[src/core/psp_pkg.sv]
// Holds register map, field positions and serial constants.
// Assumes a byte-addressed Avalon-MM slave with 32-bit data.
package psp_pkg;
	localparam int ADDR_W = 8;
	localparam int DATA_W = 32;
	localparam int IRQ_N = 5;
	localparam int PORT_N = 3;
	localparam int SYNC_W = IRQ_N + 2;
	localparam logic [7:0] ADDR_POWER_CONTROL_REG = 8'h00;
	localparam logic [7:0] ADDR_IE = 8'h04;
	localparam logic [7:0] ADDR_SCTL = 8'h0C;
	localparam logic [7:0] ADDR_RXDATA = 8'h10;
	localparam logic [7:0] ADDR_IO_PORT_CONFIG = 8'hF8;
	localparam int POWER_CONTROL_REG_IDLE = 0;
	localparam int POWER_CONTROL_REG_SLEEP = 1;
	localparam int POWER_CONTROL_REG_PIN = 5;
	localparam int POWER_CONTROL_REG_WAKE = 6;
	localparam int IO_PORT_CONFIG_ALF = 0;
	localparam int IO_PORT_CONFIG_HZ = 1;
	localparam int IO_PORT_CONFIG_IZC = 4;
	localparam int IO_PORT_CONFIG_SERIAL_RX_ERROR_FLAG = 5;
	localparam int IE_GLOBAL = 7;
	localparam int SCTL_MODE = 0;
	localparam int SCTL_RXEN = 2;
	localparam int SCTL_T32 = 3;
	localparam int SCTL_DONE = 4;
	localparam logic [1:0] SMODE_1 = 2'h1;
	localparam logic [1:0] SMODE_2 = 2'h2;
	localparam logic [1:0] SMODE_3 = 2'h3;
	localparam int RX_CNT_W = 5;
	localparam logic [4:0] RX_SMP0 = 5'h06;
	localparam logic [4:0] RX_SMP2 = 5'h08;
	localparam logic [4:0] RX_LAST16 = 5'h0F;
	localparam logic [4:0] RX_LAST32 = 5'h1F;
	localparam logic [3:0] RX_BITS8 = 4'h8;
	localparam logic [3:0] RX_BITS9 = 4'h9;
endpackage : psp_pkg

[src/core/psp_sync.sv]
// Two-stage synchroniser for a bundle of pin inputs.
// Assumes each bit is an independent slow level.
`timescale 1ns/1ps
module psp_sync #(
	parameter int WIDTH = 1,
	parameter logic [WIDTH-1:0] RST_VAL = '0
) (
	input wire logic i_clk,
	input wire logic i_rst_n,
	input wire logic [WIDTH-1:0] i_async,
	output logic [WIDTH-1:0] o_sync
);
	logic [WIDTH-1:0] meta_ff;
	logic [WIDTH-1:0] sync_ff;
	always_ff @(posedge i_clk)
	begin
		if (!i_rst_n)
		begin
			// Reset to the idle level of each pin, so no false edge follows
			meta_ff <= RST_VAL;
			sync_ff <= RST_VAL;
		end
		else
		begin
			meta_ff <= i_async;
			sync_ff <= meta_ff;
		end
	end
	assign o_sync = sync_ff;
endmodule : psp_sync

[src/core/psp_rx.sv]
// Asynchronous serial receiver, oversampled by a tick enable.
// Assumes i_rxd is already synchronised and i_tick is a one-cycle pulse.
`timescale 1ns/1ps
module psp_rx (
	input wire logic i_clk,
	input wire logic i_rst_n,
	input wire logic i_enable,
	input wire logic i_tick,
	input wire logic i_tick32,
	input wire logic i_nine_bits,
	input wire logic i_rxd,
	output logic o_done,
	output logic o_frame_err,
	output logic [8:0] o_data
);
	import psp_pkg::*;
	typedef enum logic [1:0] {RX_IDLE, RX_START, RX_DATA, RX_STOP} psp_rx_type;
	psp_rx_type state_ff;
	logic [RX_CNT_W-1:0] cnt_ff;
	logic [2:0] smp_ff;
	logic [8:0] shift_ff;
	logic [3:0] idx_ff;
	logic rxd_prev_ff;
	logic bit_val;
	logic last_tick;
	logic [3:0] nbits;
	assign bit_val = (smp_ff[0] & smp_ff[1]) | (smp_ff[0] & smp_ff[2]) |
		(smp_ff[1] & smp_ff[2]);
	assign last_tick = i_tick & (cnt_ff == (i_tick32 ? RX_LAST32 : RX_LAST16));
	assign nbits = i_nine_bits ? RX_BITS9 : RX_BITS8;
	always_ff @(posedge i_clk)
	begin
		if (!i_rst_n)
			rxd_prev_ff <= 1'b1;
		else
			rxd_prev_ff <= i_rxd;
	end
	always_ff @(posedge i_clk)
	begin
		if (!i_rst_n || !i_enable)
		begin
			state_ff <= RX_IDLE;
			cnt_ff <= '0;
			smp_ff <= '0;
			idx_ff <= '0;
			shift_ff <= '0;
		end
		else if (state_ff == RX_IDLE)
		begin
			cnt_ff <= '0;
			idx_ff <= '0;
			if (rxd_prev_ff && !i_rxd)
				state_ff <= RX_START;
		end
		else if (i_tick)
		begin
			cnt_ff <= last_tick ? '0 : cnt_ff + 1'b1;
			if (cnt_ff >= RX_SMP0 && cnt_ff <= RX_SMP2)
				smp_ff <= {smp_ff[1:0], i_rxd};
			if (last_tick)
			begin
				unique case (state_ff)
					RX_START: state_ff <= bit_val ? RX_IDLE : RX_DATA;
					RX_DATA:
					begin
						shift_ff <= {bit_val, shift_ff[8:1]};
						idx_ff <= idx_ff + 1'b1;
						if (idx_ff == nbits - 1'b1)
							state_ff <= RX_STOP;
					end
					RX_STOP: state_ff <= RX_IDLE;
					RX_IDLE: state_ff <= RX_IDLE;
				endcase
			end
		end
	end
	always_ff @(posedge i_clk)
	begin
		if (!i_rst_n)
		begin
			o_done <= 1'b0;
			o_frame_err <= 1'b0;
			o_data <= '0;
		end
		else
		begin
			o_done <= 1'b0;
			o_frame_err <= 1'b0;
			if (i_enable && last_tick && state_ff == RX_STOP)
			begin
				o_done <= 1'b1;
				o_frame_err <= ~bit_val;
				o_data <= i_nine_bits ? shift_ff : {1'b0, shift_ff[8:1]};
			end
		end
	end
endmodule : psp_rx

[src/core/psp_ctrl.sv]
// Power-down sequencer, serial error detection and port impedance control.
// Assumes an Avalon-MM master on i_clk and pin inputs from outside.
`timescale 1ns/1ps
module psp_ctrl (
	input wire logic i_clk,
	input wire logic i_rst_n,
	input wire logic [psp_pkg::ADDR_W-1:0] i_address,
	input wire logic i_read,
	input wire logic i_write,
	input wire logic [psp_pkg::DATA_W-1:0] i_writedata,
	input wire logic [3:0] i_byteenable,
	output logic [psp_pkg::DATA_W-1:0] o_readdata,
	output logic o_waitrequest,
	input wire logic [psp_pkg::IRQ_N-1:0] i_irq_pin,
	input wire logic i_timer1_input_pin,
	input wire logic i_rxd,
	input wire logic i_rx_tick,
	input wire logic i_instr_end,
	output logic o_sleep,
	output logic o_idle,
	output logic o_core_run,
	output logic o_resume_vector,
	output logic o_resume_next,
	output logic [psp_pkg::PORT_N-1:0] o_port_float,
	output logic [psp_pkg::PORT_N-1:0] o_port_pullup_100k,
	output logic o_serial_rx_error_flag,
	output logic o_rx_done_flag
);
	import psp_pkg::*;

	// ==========================================================
	// Pin synchronisers
	typedef enum logic {PS_RUN, PS_SLEEP} psp_pwr_type;
	logic [SYNC_W-1:0] sync_bus;
	logic t1_s;
	logic rxd_s;
	logic [IRQ_N-1:0] irq_s;
	logic t1_prev_ff;
	logic t1_rise;
	logic t1_fall;

	psp_sync #(
		.WIDTH(SYNC_W),
		.RST_VAL({{IRQ_N{1'b0}}, 2'h3})
	) u_sync (
		.i_clk(i_clk),
		.i_rst_n(i_rst_n),
		.i_async({i_irq_pin, i_rxd, i_timer1_input_pin}),
		.o_sync(sync_bus)
	);
	assign t1_s = sync_bus[0];
	assign rxd_s = sync_bus[1];
	assign irq_s = sync_bus[SYNC_W-1:2];

	always_ff @(posedge i_clk)
	begin
		if (!i_rst_n)
			t1_prev_ff <= 1'b1;
		else
			t1_prev_ff <= t1_s;
	end
	assign t1_rise = t1_s & ~t1_prev_ff;
	assign t1_fall = ~t1_s & t1_prev_ff;

	// ==========================================================
	// Avalon-MM slave
	logic ack_ff;
	logic wr_en;
	logic wr_power_control_reg;
	logic wr_ie;
	logic wr_sctl;
	logic wr_io_port_config;
	logic [DATA_W-1:0] rd_val;
	logic [DATA_W-1:0] readdata_ff;
	logic [7:0] wd;

	assign o_waitrequest = (i_read | i_write) & ~ack_ff;
	assign wr_en = i_write & ack_ff & i_byteenable[0];
	assign wd = i_writedata[7:0];
	assign wr_power_control_reg = wr_en & (i_address == ADDR_POWER_CONTROL_REG);
	assign wr_ie = wr_en & (i_address == ADDR_IE);
	assign wr_sctl = wr_en & (i_address == ADDR_SCTL);
	assign wr_io_port_config = wr_en & (i_address == ADDR_IO_PORT_CONFIG);
	assign o_readdata = readdata_ff;

	always_ff @(posedge i_clk)
	begin
		if (!i_rst_n)
			ack_ff <= 1'b0;
		else
			ack_ff <= (i_read | i_write) & ~ack_ff;
	end

	always_ff @(posedge i_clk)
	begin
		if (!i_rst_n)
			readdata_ff <= '0;
		else if (i_read && !ack_ff)
			readdata_ff <= rd_val;
	end

	// ==========================================================
	// Register state
	logic idle_req_ff;
	logic sleep_req_ff;
	logic pin_sleep_en_ff;
	logic irq_wake_en_ff;
	logic [7:0] ie_ff;
	logic alf_ff;
	logic izc_ff;
	logic [PORT_N-1:0] hz_ff;
	logic serial_rx_error_flag_ff;
	logic rx_done_ff;
	logic [1:0] smode_ff;
	logic rx_en_ff;
	logic tick32_ff;
	logic [8:0] rx_data;

	always_comb
	begin
		rd_val = '0;
		case (i_address)
			ADDR_POWER_CONTROL_REG:
			begin
				rd_val[POWER_CONTROL_REG_IDLE] = idle_req_ff;
				rd_val[POWER_CONTROL_REG_SLEEP] = sleep_req_ff;
				rd_val[POWER_CONTROL_REG_PIN] = pin_sleep_en_ff;
				rd_val[POWER_CONTROL_REG_WAKE] = irq_wake_en_ff;
			end
			ADDR_IE: rd_val[7:0] = ie_ff;
			ADDR_SCTL:
			begin
				rd_val[SCTL_MODE+:2] = smode_ff;
				rd_val[SCTL_RXEN] = rx_en_ff;
				rd_val[SCTL_T32] = tick32_ff;
				rd_val[SCTL_DONE] = rx_done_ff;
			end
			ADDR_RXDATA: rd_val[8:0] = rx_data;
			ADDR_IO_PORT_CONFIG:
			begin
				rd_val[IO_PORT_CONFIG_ALF] = alf_ff;
				rd_val[IO_PORT_CONFIG_HZ+:PORT_N] = hz_ff;
				rd_val[IO_PORT_CONFIG_IZC] = izc_ff;
				rd_val[IO_PORT_CONFIG_SERIAL_RX_ERROR_FLAG] = serial_rx_error_flag_ff;
			end
			default: rd_val = '0;
		endcase
	end

	// ==========================================================
	// Power-down and idle sequencing
	psp_pwr_type pwr_state_ff;
	logic pin_pend_ff;
	logic any_irq;
	logic enabled_irq;
	logic combined;
	logic hw_only;
	logic enter_sleep;
	logic sleep_exit;
	logic idle_exit;
	logic wake_any;

	assign any_irq = |irq_s;
	assign enabled_irq = ie_ff[IE_GLOBAL] & (|(irq_s & ie_ff[IRQ_N-1:0]));
	assign combined = (pin_sleep_en_ff & sleep_req_ff) | idle_req_ff;
	assign hw_only = pin_sleep_en_ff & ~combined;
	assign enter_sleep = sleep_req_ff | (pin_pend_ff & i_instr_end);

	always_comb
	begin
		sleep_exit = 1'b0;
		if (pwr_state_ff == PS_SLEEP)
		begin
			if (combined)
				sleep_exit = t1_s & irq_wake_en_ff & any_irq;
			else if (pin_sleep_en_ff)
				sleep_exit = t1_rise;
			else
				sleep_exit = (irq_wake_en_ff & any_irq) | enabled_irq;
		end
	end
	assign idle_exit = (pwr_state_ff == PS_RUN) & idle_req_ff &
		(enabled_irq | (irq_wake_en_ff & any_irq));
	assign wake_any = sleep_exit | idle_exit;

	always_ff @(posedge i_clk)
	begin
		if (!i_rst_n)
			pwr_state_ff <= PS_RUN;
		else
		begin
			unique case (pwr_state_ff)
				PS_RUN:
					if (enter_sleep)
						pwr_state_ff <= PS_SLEEP;
				PS_SLEEP:
					if (sleep_exit)
						pwr_state_ff <= PS_RUN;
			endcase
		end
	end

	// Falling timer 1 edge waits for the running instruction to finish
	always_ff @(posedge i_clk)
	begin
		if (!i_rst_n)
			pin_pend_ff <= 1'b0;
		else if (!pin_sleep_en_ff || pwr_state_ff == PS_SLEEP)
			pin_pend_ff <= 1'b0;
		else if (i_instr_end)
			pin_pend_ff <= 1'b0;
		else if (t1_fall)
			pin_pend_ff <= 1'b1;
	end

	always_ff @(posedge i_clk)
	begin
		if (!i_rst_n)
		begin
			idle_req_ff <= 1'b0;
			sleep_req_ff <= 1'b0;
			pin_sleep_en_ff <= 1'b0;
			irq_wake_en_ff <= 1'b0;
		end
		else
		begin
			if (wr_power_control_reg)
			begin
				idle_req_ff <= wd[POWER_CONTROL_REG_IDLE];
				sleep_req_ff <= wd[POWER_CONTROL_REG_SLEEP];
				pin_sleep_en_ff <= wd[POWER_CONTROL_REG_PIN];
				irq_wake_en_ff <= wd[POWER_CONTROL_REG_WAKE];
			end
			if (wake_any)
			begin
				idle_req_ff <= 1'b0;
				sleep_req_ff <= 1'b0;
			end
		end
	end

	always_ff @(posedge i_clk)
	begin
		if (!i_rst_n)
			ie_ff <= '0;
		else if (wr_ie)
			ie_ff <= wd;
	end

	// Hardware-only wake ignores interrupts and resumes in line
	always_ff @(posedge i_clk)
	begin
		if (!i_rst_n)
		begin
			o_resume_vector <= 1'b0;
			o_resume_next <= 1'b0;
		end
		else
		begin
			o_resume_vector <= wake_any & enabled_irq & ~hw_only;
			o_resume_next <= wake_any & ~(enabled_irq & ~hw_only);
		end
	end

	assign o_sleep = (pwr_state_ff == PS_SLEEP);
	assign o_idle = idle_req_ff & ~o_sleep;
	assign o_core_run = ~(o_sleep | o_idle);

	// ==========================================================
	// Port impedance
	logic [PORT_N-1:0] nxt_port_float;
	logic [PORT_N-1:0] port_float_ff;
	logic [PORT_N-1:0] pullup_ff;

	assign nxt_port_float = {PORT_N{alf_ff & o_sleep}} | hz_ff;

	always_ff @(posedge i_clk)
	begin
		if (!i_rst_n)
		begin
			port_float_ff <= '0;
			pullup_ff <= '0;
		end
		else
		begin
			port_float_ff <= nxt_port_float;
			pullup_ff <= ~nxt_port_float & {PORT_N{izc_ff}};
		end
	end
	assign o_port_float = port_float_ff;
	assign o_port_pullup_100k = pullup_ff;

	// ==========================================================
	// Serial receive and error flags
	logic rx_active;
	logic rx_done_evt;
	logic rx_frame_err;

	// Frozen core keeps only the timer-clocked modes alive
	assign rx_active = rx_en_ff & (o_core_run | smode_ff == SMODE_1 |
		smode_ff == SMODE_3);

	// Ticks come from timer 1 counting its external input
	psp_rx u_rx (
		.i_clk(i_clk),
		.i_rst_n(i_rst_n),
		.i_enable(rx_active),
		.i_tick(i_rx_tick),
		.i_tick32(tick32_ff),
		.i_nine_bits(smode_ff[1]),
		.i_rxd(rxd_s),
		.o_done(rx_done_evt),
		.o_frame_err(rx_frame_err),
		.o_data(rx_data)
	);

	always_ff @(posedge i_clk)
	begin
		if (!i_rst_n)
		begin
			smode_ff <= '0;
			rx_en_ff <= 1'b0;
			tick32_ff <= 1'b0;
		end
		else if (wr_sctl)
		begin
			smode_ff <= wd[SCTL_MODE+:2];
			rx_en_ff <= wd[SCTL_RXEN];
			tick32_ff <= wd[SCTL_T32];
		end
	end

	always_ff @(posedge i_clk)
	begin
		if (!i_rst_n)
			rx_done_ff <= 1'b0;
		else if (rx_done_evt)
			rx_done_ff <= 1'b1;
		else if (wr_sctl)
			rx_done_ff <= wd[SCTL_DONE];
	end

	always_ff @(posedge i_clk)
	begin
		if (!i_rst_n)
		begin
			alf_ff <= 1'b0;
			izc_ff <= 1'b0;
			hz_ff <= '0;
		end
		else if (wr_io_port_config)
		begin
			alf_ff <= wd[IO_PORT_CONFIG_ALF];
			izc_ff <= wd[IO_PORT_CONFIG_IZC];
			hz_ff <= wd[IO_PORT_CONFIG_HZ+:PORT_N];
		end
	end

	// Error events win over a software clear in the same cycle
	always_ff @(posedge i_clk)
	begin
		if (!i_rst_n)
			serial_rx_error_flag_ff <= 1'b0;
		else if (rx_done_evt && (rx_frame_err || rx_done_ff))
			serial_rx_error_flag_ff <= 1'b1;
		else if (wr_io_port_config)
			serial_rx_error_flag_ff <= wd[IO_PORT_CONFIG_SERIAL_RX_ERROR_FLAG];
	end
	assign o_serial_rx_error_flag = serial_rx_error_flag_ff;
	assign o_rx_done_flag = rx_done_ff;
endmodule : psp_ctrl

[config.mk]
export PLATFORM = sky130hd
export DESIGN_NAME = psp_ctrl
export DESIGN_NICKNAME = d
export VERILOG_FILES = /design/src/core/psp_pkg.sv /design/src/core/psp_sync.sv /design/src/core/psp_rx.sv /design/src/core/psp_ctrl.sv
export SDC_FILE = /design/constraint.sdc
export NUM_CORES = 1
export LEC_CHECK = 0
export ABC_AREA = 1
export BUFFER_PORTS_ARGS = -buffer_cell sky130_fd_sc_hd__buf_2
export CORE_MARGIN = 10
export CORE_UTILIZATION = 53
export CTS_CLUSTER_SIZE = 24
export DETAILED_ROUTE_END_ITERATION = 7
export PLACE_DENSITY = 0.79
export SLEW_MARGIN = 25
export SYNTH_ARGS = -nofsm -noshare
export SYNTH_HDL_FRONTEND = slang
export SYNTH_SLANG_ARGS = --single-unit
[constraint.sdc]
create_clock -name i_clk -period 2.2 [get_ports i_clk]
set_clock_uncertainty 0.15 [all_clocks]
set_input_delay 0.11 -clock i_clk [delete_from_list [all_inputs] [get_ports i_clk]]
set_output_delay 0.11 -clock i_clk [all_outputs]
set_load 0.02 [all_outputs]
Word-level counts from Yosys, hierarchy flattened --
Index checks and enable logic that the tools add are counted.
Operators by class: $add $sub $neg 3, magnitude comparators 2, equality and inequality tests 13, multiplexer cells 28, bitwise logic cells 53, reduce and logical (&&, ||, !) cells 30
Operators with widths (number):
- $and A1 B1 Y1 | 28
- $mux W1 | 12
- $mux W2 | 6
- $pmux W3 S4 | 1
- $not A1 Y1 | 11
- $mux W5 | 2
- $or A1 B1 Y1 | 10
- $pmux W2 S5 | 1
- $reduce_or A5 Y1 | 2
- $mux W9 | 1
- $eq A8 B3 Y1 const B | 1
- $eq A8 B4 Y1 const B | 1
- $eq A8 B5 Y1 const B | 1
- $eq A8 B8 Y1 const B | 1
- $logic_not A8 Y1 | 1
- $reduce_and A4 Y1 | 2
- $reduce_bool A2 Y1 | 4
- $eq A2 B2 Y1 const B | 3
- $logic_and A1 B1 Y1 | 6
- $pmux W2 S3 | 1
- $reduce_and A3 Y1 | 2
- $add A5 B1 Y5 const B | 1
- $and A5 B5 Y5 | 1
- $eq A5 B5 Y1 | 1
- other kinds (20) | 29
Word-level totals: register bits 93, input port bits 57, output and inout bits 46, logic and storage cells 162

Logic depth before layout (Yosys ltp) --
Gate-level depths: netlist of the first run.
depth after elaboration 10, gate-level depth with buffers 11, gate-level depth less buffers 11

Cells and area by module --
A second synthesis of the first run with hierarchy kept.
Second synthesis, totals: cell total of the unflattened synthesis 588, area total of the unflattened synthesis 4271.6 sq um
By module, submodules not included:
- psp_ctrl | instances 1, cells an instance 329, area an instance 2289.7 sq um
- psp_rx | instances 1, cells an instance 216, area an instance 1585.3 sq um
- psp_sync | instances 1, cells an instance 43, area an instance 396.6 sq um

Worst setup path after synthesis of the first run --
OpenSTA, ideal clock, no wires.
path type register to register, start point register pwr_state_ff, in the netlist o_sleep, end point register u_rx.state_ff[1], arrival 1.313 ns, slack 0.628 ns, cell stages (with the launch flop) 12, buffers on the path 0, path through dfxtp_1 inv_1 nand2_1 nand2_1 nand2_2 nor2_4 nand2_1 inv_1 nand2_1 nand2_1 nand2_1 inv_1
Between the ends: cells in the longest elaborated chain, start to end 9
RTL lines:
- from (decl) | RTL line psp_ctrl.sv:152 | psp_pwr_type pwr_state_ff;
- from (signal assigned) | RTL line psp_ctrl.sv:189 | pwr_state_ff <= PS_RUN;
- from (signal assigned) | RTL line psp_ctrl.sv:195 | pwr_state_ff <= PS_SLEEP;
- from (signal assigned) | RTL line psp_ctrl.sv:198 | pwr_state_ff <= PS_RUN;
- $not A1 Y1
- $and A1 B1 Y1 | RTL line psp_ctrl.sv:266 | assign o_idle = idle_req_ff & ~o_sleep;
- $or A1 B1 Y1 * | RTL line psp_ctrl.sv:267 | assign o_core_run = ~(o_sleep | o_idle);
- $not A1 Y1 * | RTL line psp_ctrl.sv:267
- $or A1 B1 Y1 * (2 in series) | RTL line psp_ctrl.sv:300 | assign rx_active = rx_en_ff & (o_core_run | smode_ff == SMODE_1 |
- $and A1 B1 Y1 * | RTL line psp_ctrl.sv:300
- $logic_not A1 Y1 * | RTL line psp_rx.sv:40 | if (!i_rst_n || !i_enable)
- $logic_or A1 B1 Y1 * | RTL line psp_rx.sv:40
- to (signal assigned) | RTL line psp_rx.sv:63 | RX_START: state_ff <= bit_val ? RX_IDLE : RX_DATA;
- to (decl) | RTL line psp_rx.sv:18 | psp_rx_type state_ff;
Every way passes the cells marked *; elsewhere a longest branch is shown, timed or not. A chain may end at the register's enable or synchronous reset.

Worst setup path after layout of the first run --
start point register pwr_state_ff, in the netlist o_sleep, end point register u_rx.idx_ff[0]
Between the ends: cells in the longest elaborated chain, start to end 10
RTL lines:
- $not A1 Y1
- $and A1 B1 Y1 | RTL line psp_ctrl.sv:266
- $or A1 B1 Y1 * | RTL line psp_ctrl.sv:267
- $not A1 Y1 * | RTL line psp_ctrl.sv:267
- $or A1 B1 Y1 * (2 in series) | RTL line psp_ctrl.sv:300
- $and A1 B1 Y1 * | RTL line psp_ctrl.sv:300
- $logic_not A1 Y1 * | RTL line psp_rx.sv:40
- $logic_or A1 B1 Y1 * | RTL line psp_rx.sv:40
- $reduce_or A2 Y1 (no source line) *
- to (signal assigned) | RTL line psp_rx.sv:67 | idx_ff <= idx_ff + 1'b1;
- to (decl) | RTL line psp_rx.sv:22 | logic [3:0] idx_ff;
Marks and branches as above.

==> flow_summary.ini, run 1 <==
[synth]
yosysWarnings = 0
synthTopCellsByCount = dfxtp_1 (93), nand2_1 (93), nor2_1 (67), inv_1 (61), o21ai_0 (55)
synth_seq_area_share_pct = 44.8
synth_edf_count = 0
postSynth.asyncResetShare_pct = 0
syn-cell-area_um2 = 4150
yosysTopAreaCellShare_pct = 44.8
ys_types = 37
ys_top_cells_by_area = dfxtp_1 (45%), nand2_1 (8.4%), o21ai_0 (6.6%), nor2_1 (6.1%), inv_1 (5.5%)
ys.flop_type = dfxtp_1
synth_top_area_cell = dfxtp_1
synth_cells = 553
syn_area_per_cell_um2 = 7.51
synth_seq_cells = 93

[pwr]
irDropWorstVdd_mv = 0.312
p_leak_nw = 2.20
p_per_area_nw_per_um2 = 619

[placement]
port_buffers = 52
gp_congestion = 0.887
place_hpwl_um = 6920
pre_cts_slack_ns = 0.297

[route]
drt_wl_total_um = 9400
vias = 3654
route.detailed.drc = 0
wl_per_cell_um = 12.8
ant_nets = 0
drt_iter0_markers = 154
avgViaCountPerCell = 4.97
drt_pass1_iterations = 4

[setup_path]
path_class = flop to flop
cp_slowest_cell = dfxtp_1
path_buf_inv = 2
critPathMaxStageDelay_ns = 0.37
critPathRequiredTime_ns = 2.35
critical_path.most_common_cell = nand2_1
critical_path.startpoint_type = flop
worstPathArrival_ns = 2.07
crit_family = simple AND/OR/NAND/NOR gates
cp_cell_sequence = inv_1 -> nand2_1 -> nand2_1 -> nand2_2 -> nor2_4 -> nand2_1 -> inv_1 -> o21ai_0 -> a21oi_1
endpoint_kind = flop
crit_fanout = 15

[clock_network]
cts_resized = 0
cts_tree = done
cts_buffer_depth = 2
clock_latency_ns = 0.37
numCtsBuffers = 9
cts_root_buffer = clkbuf_8
htreeDepth = 3
path_clk_slew_ns = 0.10
post_cts_buffers = 0
hold_buffers = 21
cts_sinks = 93

[grt]
grt_pass1_vias = 3395
grt_overflow = 0
grt_max_degree = 42
antenna_found_initial = 0
grt_util_all_layers_pct = 16.0
grt_pass1_wl_um = 15400

[outcome]
status = finished, final reports clean

[sta]
setup_viol = 0
period_share_pct = 87.3
slew_violations = 0
fin_setup_tns_ns = 0
fmax_mhz = 521
layout_setup_ws_ns = 0.280
tightestPinTransition_ns = 0.510
grt_setup_unrepaired = no
relSlewSlack_pct = 65.9
min_period_ns = 1.92
finalHoldViolations = 0

[final_layout]
nets = 688
n_fill_cell = 710
area_delta_synth_final_pct = 15.9
n_antenna_cell = 0
final_core_util_pct = 62.6
drive_gt1_share_pct = 15.6

[floorplanning]
initial_core_util_pct = 54.0
chipHeight_um = 109
row_count = 32
core_um2 = 7690
die_w_um = 109
ios = 103
die_area_um2 = 11800

[run]
cap_viol_max_count = 0

[worst_hold_path]
hold_class = input port to flop
-- logic make-up after synthesis --
group / synth area share, %
flip-flops: 44.8
buffers and inverters: 11.5
multiplexers: 1.93
adder cells (fa/ha/maj): 0.904
AND/OR/NAND/NOR: 26.2
other: 0.0903
XOR/XNOR: 0.633
AO/OA/AOI/OAI: 14.0
-- worst min-delay path, cell delays in order --
cell	delay, ns
buf_2	0.12
inv_1	0.11
nor2_4	0.09
inv_1	0.06
a21oi_1	0.03
-- stage by stage --
stage / power (mW) / cell area (um^2) / instances / hold slack (ns)
finish: 2.98 / 4810 / 735 / 0.0605
global placement: 1.94 / 4420 / 698 / 0.141
global route: 3.09 / 4810 / 735 / 0.0908
detailed placement: 1.94 / 4420 / 698 / 0.149
CTS: 2.99 / 4810 / 735 / 0.0511
floorplan: 1.90 / 4230 / 575 / 0.0376
-- final timing paths --
path | endpoint | slack (ns) | from | cells past startpoint
worst max-delay path | u_rx.idx_ff[0] | 0.28 | o_sleep | 9
worst min-delay path | u_rx.state_ff[0] | 0.06 | i_rst_n | 5
worst max register to register | u_rx.idx_ff[0] | 0.28 | o_sleep | 9
worst min register to register | u_sync.o_sync[2] | 0.26 | u_sync.meta_ff[2] | 2
-- layout by cell type (no fill, tap or decap), types with 2 or more instances in the layout --
master         instances
clkinvlp_4             3
inv_1                 61
nand3_1               39
nor2_1                67
nand2_4                2
nor2_4                 8
nor3_4                 2
dfxtp_1               93
buf_4                  5
nand4_1                3
nand3b_1               2
nor3_1                 6
conb_1                23
inv_2                  3
o21ai_0               55
clkbuf_8               9
a211oi_2               2
buf_2                 52
nand2_2                5
dlygate4sd3_1         21
a211oi_1               3
or2_2                  4
o21bai_1               2
mux2i_1                8
ha_1                   3
a21oi_1               45
xnor2_1                2
nand2_1               93
clkinv_4               2
-- sequential cells by signal (all words and copies together), names as in the netlist, 2 cells and up --
register,flops
o_readdata,9
u_rx.o_data,9
u_rx.shift_ff,9
ie_ff,8
u_sync.meta_ff,7
u_sync.o_sync,7
u_rx.cnt_ff,5
u_rx.idx_ff,4
hz_ff,3
o_port_float,3
o_port_pullup_100k,3
u_rx.smp_ff,3
smode_ff,2
u_rx.state_ff,2
-- routing by layer --
metal | GRT usage, % | vias up | part of all wire (%) | wire [um]
met5 | 0 | - | 0 | 0
met4 | 7.91 | 0 | 2.5 | 238
met3 | 3.51 | 22 | 7.2 | 676
met2 | 26.7 | 99 | 48 | 4480
met1 | 18.9 | 1642 | 43 | 4010
li1 | - | 1891 | - | -
-- final cells by class --
class	instances	area (um^2)	share of cell area, %
repair buffers	78	508	10.6
inverters	64	240	4.99
flip-flops and latches	93	1860	38.7
clock buffers	10	128	2.65
multi-input cells	382	1900	39.4
well taps	102	128	2.65
clock inverters	6	48.8	1.01
-- report_power, final --
part           total [mW]  switching (mW)  internal (mW)
combinational       0.222           0.144         0.0778
clock                1.04           0.623          0.419
sequential           1.71         0.00939           1.70
total                2.98           0.776           2.20
Note: power is estimated with default switching activity, not from simulation.
==> run 2, diff against run 1 <==
Settings changed: SYNTH_HIERARCHICAL from default to 1.
==> run 2 against run 1 <==
  * Combinational power hardly changed
  * Hold slack improved by 0.039 ns
  * Fmax is 2.4% lower
  * Critical path type unchanged
  * Clock power up 9.6%
  * Largest cell class unchanged
  * Clock-buffer cell count is 1 lower
==> flow_summary.ini, run 2 <==
[outcome]
status = finished, final reports clean

[route]
vias = 3838
wl_per_cell_um = 13.1
drt_pass1_iterations = 5
drt_wl_total_um = 10000
ant_nets = 0
drt_iter0_markers = 189
avgViaCountPerCell = 5.00
route.detailed.drc = 0

[clock_network]
htreeDepth = 3
clock_latency_ns = 0.36
hold_buffers = 20
cts_buffer_depth = 2
cts_sinks = 93
numCtsBuffers = 9
cts_resized = 0
cts_root_buffer = clkbuf_8
path_clk_slew_ns = 0.10
post_cts_buffers = 0
cts_tree = done

[synth]
ys_top_cells_by_area = dfxtp_1 (44%), nand2_1 (11%), inv_1 (7.2%), a21oi_1 (6.3%), nand3_1 (5.6%)
synthTopCellsByCount = nand2_1 (129), dfxtp_1 (93), inv_1 (82), a21oi_1 (54), nand3_1 (48)
postSynth.asyncResetShare_pct = 0
yosysTopAreaCellShare_pct = 43.6
syn-cell-area_um2 = 4270
synth_seq_area_share_pct = 43.6
syn_area_per_cell_um2 = 7.26
yosysWarnings = 6
synth_seq_cells = 93
ys.flop_type = dfxtp_1
synth_top_area_cell = dfxtp_1
synth_edf_count = 0
synth_cells = 588
ys_types = 35
synth_most_common_cell = nand2_1

[floorplanning]
row_count = 32
chipHeight_um = 110
ios = 103
core_um2 = 7770
die_w_um = 110
initial_core_util_pct = 55.0
die_area_um2 = 12100

[setup_path]
r2r_slack_ns = 0.23
crit_fanout = 12
worstPathArrival_ns = 2.11
crit_end = u_rx/smp_ff[1]
r2r_end = u_rx/smp_ff[1]
r2r-start = o_sleep
path_class = flop to flop
critPathLaunch = o_sleep
r2r_cells = 7
critical_path.startpoint_type = flop
critPathRequiredTime_ns = 2.35
endpoint_kind = flop

[grt]
grt_pass1_vias = 3782
grt_util_all_layers_pct = 16.9
grt_max_degree = 24
grt_overflow = 0
grt_pass1_wl_um = 16800
antenna_found_initial = 0

[sta]
tightestPinTransition_ns = 0.619
fin_setup_tns_ns = 0
period_share_pct = 89.4
setup_viol = 0
grt_setup_unrepaired = no
slew_violations = 0
fmax_mhz = 508
layout_setup_ws_ns = 0.233
min_period_ns = 1.97
finalHoldViolations = 0
relSlewSlack_pct = 58.7

[placement]
gp_congestion = 0.896
place_hpwl_um = 7530
pre_cts_slack_ns = 0.250
port_buffers = 52
dp.cells = 732

[worst_hold_path]
hold_class = input port to flop
hold_depth = 5
hp-start = i_address[4]

[final_layout]
final_cell_mix = nand2_1 (129), dfxtp_1 (93), inv_1 (82)
drive_gt1_share_pct = 14.9
nets = 721
n_antenna_cell = 0
final_common_cell = nand2_1
area_delta_synth_final_pct = 14.9
final_cells = 768
n_fill_cell = 669

[pwr]
p_per_area_nw_per_um2 = 627
p_leak_nw = 2.24
p_total_mw = 3.08
irDropWorstVdd_mv = 0.335

[run]
cap_viol_max_count = 0
==> run 2: cell types whose count changed in the layout (fill, tap and decap cells not counted), sizes merged, moves of 5 or more <==
cell    before  now
nand2      100  137
nor2        76   51
inv         65   89
nand3       39   50
a21oi       45   54
mux2i        8    0
a211oi       5    0
o21ai       56   51
or2          5    0
==> run 2: where the power goes <==
group / total, mW / internal [mW] / switching, mW / leakage (nW)
logic: 0.225 / 0.0774 / 0.148 / 1.38
registers: 1.71 / 1.70 / 0.0106 / 0.754
clock network: 1.14 / 0.452 / 0.686 / 0.0990
total: 3.08 / 2.23 / 0.844 / 2.24
==> run 2: layout make-up <==
type	instances	area, um^2	share of cell area, %
multi-input cells	395	1900	38.7
flip-flops and latches	93	1860	37.9
repair buffers	78	505	10.3
inverters	84	318	6.47
well taps	102	128	2.60
clock buffers	9	124	2.52
clock inverters	7	75.1	1.53
==> run 2: worst min path at each step <==
stage	slack [ns]	end
finish	0.1	irq_wake_en_ff
global route	0.12	irq_wake_en_ff
CTS	0.08	irq_wake_en_ff
detailed placement	0.14	u_sync/meta_ff[0]
global placement	0.13	u_sync/meta_ff[0]
floorplan	0.04	pin_pend_ff
==> run 2: cells by family after synthesis <==
logic type,synth area share [%]
XOR/XNOR,1.03
buffers and inverters,13.9
adder cells (fa/ha/maj),0.879
flip-flops,43.6
AO/OA/AOI/OAI,13.2
AND/OR/NAND/NOR,27.3
other,0.0878
==> run 2: stage by stage <==
step                      util [%]  instance area (um^2)  hold slack [ns]
final                         63.2                  4910           0.0991
after global routing          63.2                  4910            0.122
after CTS                     63.2                  4910           0.0804
after detailed placement      58.1                  4510            0.136
after global placement        58.1                  4510            0.130
after floorplan                  -                  4350           0.0369
==> run 2: metal layers <==
layer  global-route usage (%)  up-vias  wire length [um]  share of wire, %
met2                     30.6      126              5160                51
met1                     19.1     1735              4050                40
met4                     5.20        0               148               1.5
li1                         -     1962                 -                 -
met3                     4.39       15               682               6.8
met5                        0        -                 0                 0
==> run 2: worst max-delay path, stage by stage, from the launching register on <==
cell	delay, ns
dfxtp_1	0.39
nor2_1	0.16
nor2_1	0.06
nor2_1	0.29
nand2_1	0.20
inv_1	0.32
o21ai_0	0.19
a21oi_1	0.14
